[src/common/ebic_defines.svh]
`ifndef EBIC_DEFINES_SVH
`define EBIC_DEFINES_SVH

// last phase index of the machine cycle, which lasts 4 system clock cycles (125 MHz / 4)
`define EBIC_MC_DIV        2'h3
`define EBIC_MC_HALF       2'h2
// least software wait count at which the ready input is honoured
`define EBIC_READY_MIN_WS  3'h2
// address field layout
`define EBIC_ADDR_LO_W     16
`define EBIC_ADDR_HI_W     7
// request fifo depth
`define EBIC_FIFO_DEPTH    8
// idle level of an active-low pin
`define EBIC_PIN_IDLE      1'h1

`endif

[src/common/ebic_pkg.sv]
package ebic_pkg;

  // external space addressed by an access
  typedef enum logic [1:0] {
    EBIC_SPACE_DATA = 2'h0,
    EBIC_SPACE_PROG = 2'h1,
    EBIC_SPACE_IO   = 2'h2
  } ebic_space_e;

  // bus sequencer states, one-hot
  typedef enum logic [4:0] {
    EBIC_ST_IDLE   = 5'h01,
    EBIC_ST_ACCESS = 5'h02,
    EBIC_ST_SWAIT  = 5'h04,
    EBIC_ST_XWAIT  = 5'h08,
    EBIC_ST_HOLD   = 5'h10
  } ebic_state_e;

  // one access request from the core
  typedef struct packed {
    ebic_space_e  space;
    logic         write;
    logic         fetch;
    logic [2:0]   wait_states;
    logic [22:0]  addr;
    logic [15:0]  wdata;
  } ebic_req_s;

endpackage

[src/design/ebic_fifo.sv]
`timescale 1ns/1ps
// small synchronous fifo, read data held in a register
module ebic_fifo #(
  parameter int WIDTH = 46,
  parameter int DEPTH = 8
) (
  input  wire logic             clk_i,
  input  wire logic             rst_n_i,
  input  wire logic             in_valid_i,
  output logic                  in_ready_o,
  input  wire logic [WIDTH-1:0] in_data_i,
  output logic                  out_valid_o,
  input  wire logic             out_ready_i,
  output logic      [WIDTH-1:0] out_data_o
);
  localparam int AW = $clog2(DEPTH);

  logic [WIDTH-1:0] mem_q [DEPTH];
  logic [AW-1:0]    wr_q, wr_d, rd_q, rd_d;
  logic [AW:0]      cnt_q, cnt_d;
  logic [WIDTH-1:0] out_q, out_d;
  logic             push, pop;

  // honest full and empty from the occupancy count
  assign in_ready_o  = (cnt_q != DEPTH[AW:0]);
  assign out_valid_o = (cnt_q != '0);
  assign out_data_o  = out_q;
  assign push        = in_valid_i && in_ready_o;
  assign pop         = out_valid_o && out_ready_i;

  // next pointers, count and head register
  always_comb begin
    wr_d  = push ? AW'(wr_q + 1'b1) : wr_q;
    rd_d  = pop ? AW'(rd_q + 1'b1) : rd_q;
    cnt_d = AW'(0) + cnt_q + (AW+1)'(push) - (AW+1)'(pop);
    if (cnt_d == '0) begin
      out_d = out_q;
    end else if (push && (cnt_q == '0 || (pop && cnt_q == (AW+1)'(1)))) begin
      out_d = in_data_i;
    end else begin
      out_d = mem_q[rd_d];
    end
  end

  always_ff @(posedge clk_i) begin
    if (!rst_n_i) begin
      wr_q  <= '0;
      rd_q  <= '0;
      cnt_q <= '0;
      out_q <= '0;
    end else begin
      wr_q  <= wr_d;
      rd_q  <= rd_d;
      cnt_q <= cnt_d;
      out_q <= out_d;
    end
  end

  // storage array
  always_ff @(posedge clk_i) begin
    if (push) begin
      mem_q[wr_q] <= in_data_i;
    end
  end
endmodule

[src/design/ebic_ctrl.sv]
`timescale 1ns/1ps
`include "ebic_defines.svh"
module ebic_ctrl (
  input  wire logic               clk_i,
  input  wire logic               rst_n_i,
  input  wire logic               req_valid_i,
  output logic                    req_ready_o,
  input  wire ebic_pkg::ebic_req_s req_i,
  output logic                    rsp_valid_o,
  output logic [15:0]             rsp_data_o,
  output logic [22:0]             addr_o,
  output logic                    addr_oe_o,
  input  wire logic [15:0]        data_i,
  output logic [15:0]             data_o,
  output logic                    data_oe_o,
  output logic                    data_space_select_n_o,
  output logic                    program_space_select_n_o,
  output logic                    io_space_select_n_o,
  output logic                    memory_strobe_n_o,
  output logic                    io_access_strobe_n_o,
  output logic                    rd_wr_n_o,
  output logic                    ctrl_oe_o,
  input  wire logic               ready_i,
  input  wire logic               hold_req_n_i,
  output logic                    bus_release_grant_n_o,
  output logic                    wait_count_done_n_o,
  output logic                    instr_fetch_n_o,
  output logic                    machine_clock_out_o,
  output logic                    aux_oe_o,
  input  wire logic               off_n_i
);

  ebic_pkg::ebic_state_e state_q, state_d;
  ebic_pkg::ebic_req_s   head, cur_q, cur_d;
  logic [2:0]            cnt_q, cnt_d;
  logic [1:0]            phase_q, phase_d;
  logic                  rsp_valid_q, rsp_valid_d;
  logic [15:0]           rsp_data_q, rsp_data_d;
  logic                  head_valid, pop, mc_en, busy, ready_used, last_sw;
  logic [1:0]            ready_s, hold_s, off_s;
  logic [15:0]           data_s1, data_s2;

  // request buffer between core and bus sequencer
  ebic_fifo #(
    .WIDTH ($bits(ebic_pkg::ebic_req_s)),
    .DEPTH (`EBIC_FIFO_DEPTH)
  ) u_fifo (
    .clk_i       (clk_i),
    .rst_n_i     (rst_n_i),
    .in_valid_i  (req_valid_i),
    .in_ready_o  (req_ready_o),
    .in_data_i   (req_i),
    .out_valid_o (head_valid),
    .out_ready_i (pop),
    .out_data_o  (head)
  );

  // two-flop synchronisers for pin inputs
  always_ff @(posedge clk_i) begin
    if (!rst_n_i) begin
      ready_s <= 2'h3;
      hold_s  <= 2'h3;
      off_s   <= 2'h3;
      data_s1 <= 16'h0000;
      data_s2 <= 16'h0000;
    end else begin
      ready_s <= {ready_s[0], ready_i};
      hold_s  <= {hold_s[0], hold_req_n_i};
      off_s   <= {off_s[0], off_n_i};
      data_s1 <= data_i;
      data_s2 <= data_s1;
    end
  end

  // machine cycle divider, enable on the last phase
  assign mc_en   = (phase_q == `EBIC_MC_DIV);
  assign phase_d = mc_en ? 2'h0 : 2'(phase_q + 2'h1);
  assign machine_clock_out_o = (phase_q < `EBIC_MC_HALF);

  always_ff @(posedge clk_i) begin
    if (!rst_n_i) begin
      phase_q <= 2'h0;
    end else begin
      phase_q <= phase_d;
    end
  end

  // ready counts only with enough programmed wait states
  assign ready_used = (cur_q.wait_states >= `EBIC_READY_MIN_WS);
  assign last_sw    = (state_q == ebic_pkg::EBIC_ST_SWAIT) && (cnt_q == 3'h1);
  assign busy       = (state_q == ebic_pkg::EBIC_ST_ACCESS) || (state_q == ebic_pkg::EBIC_ST_SWAIT)
                   || (state_q == ebic_pkg::EBIC_ST_XWAIT);
  assign pop        = mc_en && (state_q == ebic_pkg::EBIC_ST_IDLE) && hold_s[1] && head_valid;

  // bus sequencer next state
  always_comb begin
    state_d     = state_q;
    cur_d       = cur_q;
    cnt_d       = cnt_q;
    rsp_valid_d = 1'b0;
    rsp_data_d  = rsp_data_q;
    if (mc_en) begin
      case (state_q)
        ebic_pkg::EBIC_ST_IDLE: begin
          if (!hold_s[1]) begin
            state_d = ebic_pkg::EBIC_ST_HOLD;
          end else if (head_valid) begin
            state_d = ebic_pkg::EBIC_ST_ACCESS;
            cur_d   = head;
          end
        end
        ebic_pkg::EBIC_ST_ACCESS: begin
          if (cur_q.wait_states == 3'h0) begin
            state_d     = ebic_pkg::EBIC_ST_IDLE;
            rsp_valid_d = 1'b1;
            rsp_data_d  = data_s2;
          end else begin
            state_d = ebic_pkg::EBIC_ST_SWAIT;
            cnt_d   = cur_q.wait_states;
          end
        end
        ebic_pkg::EBIC_ST_SWAIT: begin
          if (cnt_q != 3'h1) begin
            cnt_d = 3'(cnt_q - 3'h1);
          end else if (ready_used && !ready_s[1]) begin
            state_d = ebic_pkg::EBIC_ST_XWAIT;
          end else begin
            state_d     = ebic_pkg::EBIC_ST_IDLE;
            rsp_valid_d = 1'b1;
            rsp_data_d  = data_s2;
          end
        end
        ebic_pkg::EBIC_ST_XWAIT: begin
          if (ready_s[1]) begin
            state_d     = ebic_pkg::EBIC_ST_IDLE;
            rsp_valid_d = 1'b1;
            rsp_data_d  = data_s2;
          end
        end
        ebic_pkg::EBIC_ST_HOLD: begin
          if (hold_s[1]) begin
            state_d = ebic_pkg::EBIC_ST_IDLE;
          end
        end
        default: begin
          state_d = ebic_pkg::EBIC_ST_IDLE;
        end
      endcase
    end
  end

  always_ff @(posedge clk_i) begin
    if (!rst_n_i) begin
      state_q     <= ebic_pkg::EBIC_ST_IDLE;
      cur_q       <= '0;
      cnt_q       <= 3'h0;
      rsp_valid_q <= 1'b0;
      rsp_data_q  <= 16'h0000;
    end else begin
      state_q     <= state_d;
      cur_q       <= cur_d;
      cnt_q       <= cnt_d;
      rsp_valid_q <= rsp_valid_d;
      rsp_data_q  <= rsp_data_d;
    end
  end

  assign rsp_valid_o = rsp_valid_q;
  assign rsp_data_o  = rsp_data_q;

  // space selects and strobes follow the access window
  assign data_space_select_n_o    = !(busy && cur_q.space == ebic_pkg::EBIC_SPACE_DATA);
  assign program_space_select_n_o = !(busy && cur_q.space == ebic_pkg::EBIC_SPACE_PROG);
  assign io_space_select_n_o      = !(busy && cur_q.space == ebic_pkg::EBIC_SPACE_IO);
  assign memory_strobe_n_o        = !(busy && cur_q.space != ebic_pkg::EBIC_SPACE_IO);
  assign io_access_strobe_n_o     = !(busy && cur_q.space == ebic_pkg::EBIC_SPACE_IO);
  assign rd_wr_n_o                = !(busy && cur_q.write);
  assign instr_fetch_n_o          = !(busy && cur_q.fetch);
  assign wait_count_done_n_o      = !(last_sw && ready_used);
  assign bus_release_grant_n_o    = (state_q != ebic_pkg::EBIC_ST_HOLD);

  // address: upper lines only carry program space addresses
  assign addr_o[15:0]  = cur_q.addr[15:0];
  assign addr_o[22:16] = (cur_q.space == ebic_pkg::EBIC_SPACE_PROG) ? cur_q.addr[22:16] : 7'h00;
  assign data_o        = cur_q.wdata;

  // output enables: hold floats bus lines, tristate input floats everything
  assign ctrl_oe_o = off_s[1] && (state_q != ebic_pkg::EBIC_ST_HOLD);
  assign addr_oe_o = ctrl_oe_o;
  assign aux_oe_o  = off_s[1];
  assign data_oe_o = ctrl_oe_o && busy && cur_q.write && hold_s[1];
endmodule

[config.mk]
export PLATFORM = sky130hd
export DESIGN_NAME = ebic_ctrl
export DESIGN_NICKNAME = d
export VERILOG_FILES = /design/src/common/ebic_pkg.sv /design/src/design/ebic_fifo.sv /design/src/design/ebic_ctrl.sv
export VERILOG_INCLUDE_DIRS = /design/src /design/src/common
export SDC_FILE = /design/constraint.sdc
export NUM_CORES = 1
export LEC_CHECK = 0
export ABC_AREA = 1
export BUFFER_PORTS_ARGS = -buffer_cell sky130_fd_sc_hd__buf_2
export CAP_MARGIN = 20
export CORE_ASPECT_RATIO = 0.8
export CORE_MARGIN = 5
export CORE_UTILIZATION = 45
export DETAILED_ROUTE_END_ITERATION = 7
export PLACE_DENSITY = 0.61
export SLEW_MARGIN = 0
export SYNTH_ARGS = -nofsm -noshare
export SYNTH_HDL_FRONTEND = slang
export SYNTH_SLANG_ARGS = --single-unit
[constraint.sdc]
create_clock -name clk_i -period 4.6 [get_ports clk_i]
set_input_delay 0.46 -clock clk_i [delete_from_list [all_inputs] [get_ports clk_i]]
set_output_delay 0.46 -clock clk_i [all_outputs]
set_load 0.05 [all_outputs]
==> summary.txt <==
Die
  • Die Width: 262 um
  • DIE HEIGHT: 211 um
  • Initial cell density of the core: 0.457
  • Core Rows: 73
  • I/O pin count: 139
  • Core area: 0.0500 mm2
  • Total die area: 0.0553 mm2

Clock network
  • H-tree depth: 2
  • Clock slew at reported path FFs: 0.06 ns
  • Latest clock arrival within the worst-skew pair: 0.61 ns
  • Root Buffer: clkbuf_16
  • Num CTS Buffers: 55
  • CTS tree: done
  • CTS Buffer Depth: 3
  • Clk sinks: 535
  • Post-CTS sizing: 0

Global routing
  • Initial antenna violation count: 7
  • Busiest layer in global routing: met2
  • Grt met1 use: 0.274
  • Global-route wire length before repair: 86,300 um
  • Global route overflow: 0
  • Met3 Usage GRT: 0.0420
  • Gr usage total: 0.198
  • Vias in the first global route: 15,434
  • M2 GR Usage: 0.322
  • Pin count of the biggest net entering global routing: 87

Synth
  • Post-synthesis simple-gate area fraction: 0.178
  • Post-Syn Instances: 2,430
  • Post-synthesis compound-gate area fraction: 0.0543
  • Largest family of logic cells by synthesized area: simple AND/OR/NAND/NOR gates
  • Post-synthesis mux area share: 0
  • Post-synthesis xor/xnor area fraction: 0.00115
  • Sequential area share after synthesis: 0.631
  • Post-synthesis area per instance: 9.39 um2
  • Syn_nets: 2,510
  • Post-Syn Area: 0.0228 mm2
  • Synth cell types: 32
  • Ys Warns: 0
  • Adder-Cell Fraction of Synth Area: 0.00691
  • #FFs+latches synth: 535

Worst setup path
  • Cell-by-cell trace of the critical path: inv_1, ha_1, a21oi_2, nand3_4, inv_2, ha_1, inv_1, ha_1, inv_1, fa_1, xnor2_1, nor2_1, nand4_1, buf_12, o21ai_0, inv_1, a21oi_1
  • Crit path arrival time: 4.27 ns
  • Crit-path max FO: 42
  • R2R cell count: 17
  • Crit path kind: reg2reg
  • R2R Path Start: u_fifo.cnt_q[2]
  • Delay-heaviest family, CP: adder cells
  • Worst Path Required: 5.12 ns
  • RR Endpoint: u_fifo.out_data_o[11]
  • Most used cell along the critical path: inv_1
  • R2r setup slk: 0.85 ns
  • WP buf/inv: 6
  • CP startpoint kind: flop
  • Slowest stage delay, CP: 0.63 ns
  • Crit-path slowest cell: nand4_1
  • Endpoint type of the worst setup path: flop

Power
  • Power Total: 12.8 mW
  • Leak pwr: 11.5 nW
  • Sequential share of power: 0.448
  • Peak supply drop: 0.286 mV
  • Sw Ratio: 0.299
  • P per Cell Area: 496 mW/mm2
  • Clock power frac: 0.345
  • Psw: 3.81 mW
  • Comb pwr share: 0.207
  • Int Pwr: 8.95 mW

Min path
  • Hold path start: data_i[8]
  • Worst hold path depth: 3
  • Worst hold path class: in2reg
  • Hold Path End: data_s1[8]

Timing
  • Max_slew headroom: 0.283
  • Min Hold Slack: 0.0317 ns
  • Final Hold Fails: 0
  • Fin crit share: 0.815
  • Final Skew: 0.0290 ns
  • Max-slew violations: 0
  • FMAX: 267 MHz
  • Worst Tran Pin Value: 1.07 ns
  • Final setup fails: 0
  • Final TNS setup: 0 ns
  • Final min period: 3.75 ns
  • RSZ-0062 raised after global routing: false

Placed design
  • Post-DP HPWL: 30,600 um
  • Post-Place Cell Area: 0.0239 mm2
  • IO buf count: 138
  • Placer Congestion: 0.794

Job
  • Max cap viols: 0

Drt
  • Post-Route WL: 55,100 um
  • WL/cell: 17.1 um
  • Iteration-0 DRC count of the detailed router: 1,223
  • First-pass DRT Iterations: 5
  • Vias per Instance: 4.93
  • Total number of vias: 15,885
  • Remaining DRCs: 0
  • Remaining antenna violation count: 0

Cells and area
  • Seq. cell area: 0.0144 mm2
  • Fin area: 0.0257 mm2
  • Number of fill cells: 4,530
  • Layout area overhead: 12.8%
  • Layout Nets: 2,582
  • Fraction of final layout cells sized beyond drive strength 1: 0.114
  • Post-Route Utilization: 0.515
  • Multi-input logic area: 0.00560 mm2

Status
  • Status: finished, final reports clean
[stage by stage]
| step | instances | worst slack [ns] |
|---|---|---|
| final | 3223 | 0.850 |
| after global placement | 3116 | 1.05 |
| after floorplan | 2430 | 0.829 |
| after CTS | 3222 | 0.882 |
| after global routing | 3223 | 0.518 |
| after detailed placement | 3116 | 0.924 |
[what timing repair did]
item / 4_1_cts / 5_1_grt
hold buffers: 4 / 0
setup buffers: 0 / 0
endpoints found under the hold margin: 4 / 0
[sequential cells by signal (all words and copies together) (netlist names)]
register / count
addr_o: 16
u_fifo.out_data_o: 46
u_fifo.wr_q: 3
u_fifo.cnt_q: 4
rsp_data_o: 16
hold_s: 2
ready_s: 2
data_s2: 16
phase_q: 2
off_s: 2
cur_q: 14
rsp_valid_o: 1
cnt_q: 3
u_fifo.rd_q: 3
u_fifo.mem_q: 368
data_s1: 16
state_q: 5
data_o: 16
[placed cells by master, fill, tap and decap left out, drive strengths merged, types with 3 or more instances in the layout]
master / netlist / routed
a211oi: 3 / 3
a21oi: 69 / 69
buf: 115 / 171
bufinv: 0 / 4
clkbuf: 45 / 76
clkinv: 0 / 19
dfxtp: 167 / 167
dlygate4sd3: 0 / 4
edfxtp: 368 / 368
ha: 11 / 11
inv: 544 / 547
nand2: 390 / 390
nand3: 379 / 379
nand4: 4 / 4
nor2: 146 / 146
nor3: 4 / 4
o21ai: 166 / 166
or2: 8 / 8
xnor2: 3 / 3
[cells in the mapped netlist]
cell type  number  share of area
o21ai_0       165          0.036
o22ai_1         1        0.00027
xnor2_1         3         0.0012
o211ai_1        1        0.00033
nor2_1        144          0.024
nand3_1       378          0.083
a211oi_1        3        0.00099
buf_1          12         0.0020
nand4_1         4         0.0011
a221oi_1        1        0.00038
and3_1          2        0.00055
nand2_1       386          0.064
inv_1         540          0.089
inv_2           4        0.00066
buf_4          45          0.015
nand3_2         1        0.00044
a21oi_2         2        0.00077
a31oi_1         1        0.00027
buf_2          49          0.011
or2_2           8         0.0022
ha_1           11         0.0060
a21oi_1        67          0.015
nor2_4          2        0.00099
clkbuf_1       45         0.0074
fa_1            1        0.00088
nor4_1          1        0.00027
o21ai_2         1        0.00038
edfxtp_1      368           0.48
nor3_1          4        0.00088
nand2_2         4         0.0011
buf_6           9         0.0044
dfxtp_1       167           0.15
[worst register-to-register path: cells and delay by family (launching register included)]
| family | cells | cell delay, ns |
|---|---|---|
| compound gates | 3 | 0.56 |
| xor+xnor | 1 | 0.16 |
| fa+ha+maj | 4 | 1.02 |
| buf+inv | 6 | 0.78 |
| flops | 1 | 0.30 |
| simple gates | 3 | 0.82 |
[power groups by stage]
stage / Clock, mW / Sequential [mW] / Combinational [mW]
floorplan: 0 / 5.77 / 1.90
global placement: 0 / 5.81 / 2.55
detailed placement: 0 / 5.82 / 2.63
CTS: 4.50 / 5.72 / 2.65
global route: 4.72 / 5.76 / 3.00
finish: 4.41 / 5.72 / 2.64
[logic make-up after synthesis]
kind of cell / count (synthesis)
flops: 535
buf+inv: 704
fa+ha+maj: 12
xor+xnor: 3
compound gates: 242
simple gates: 934
[cell type report]
type                       instances  share of cell area
clock buffer                      76              0.0602
multi-input combinational       1191               0.218
sequential                       535               0.560
clock inverter                    26             0.00944
timing repair buffer             175              0.0410
tap                              675              0.0328
antenna                            1           0.0000973
inverter                         544              0.0794
[worst max-delay path by stage]
stage | startpoint | end | cells past startpoint
5_1_grt | phase_q[1] | u_fifo.out_data_o[12] | 16
3_3_place_gp | u_fifo.cnt_q[2] | u_fifo.out_data_o[1] | 17
3_5_place_dp | u_fifo.cnt_q[2] | u_fifo.out_data_o[29] | 16
2_1_floorplan | u_fifo.cnt_q[2] | u_fifo.mem_q[0][0] | 7
4_1_cts | u_fifo.cnt_q[2] | u_fifo.out_data_o[11] | 17
6_report | u_fifo.cnt_q[2] | u_fifo.out_data_o[11] | 17
[layer usage]
| layer | up-vias | part of all wire |
|---|---|---|
| met5 | - | 0.0012 |
| met4 | 10 | 0.019 |
| met3 | 77 | 0.065 |
| met2 | 419 | 0.46 |
| met1 | 7531 | 0.45 |
| li1 | 7848 | - |
Power figures use the tool's default switching activity.
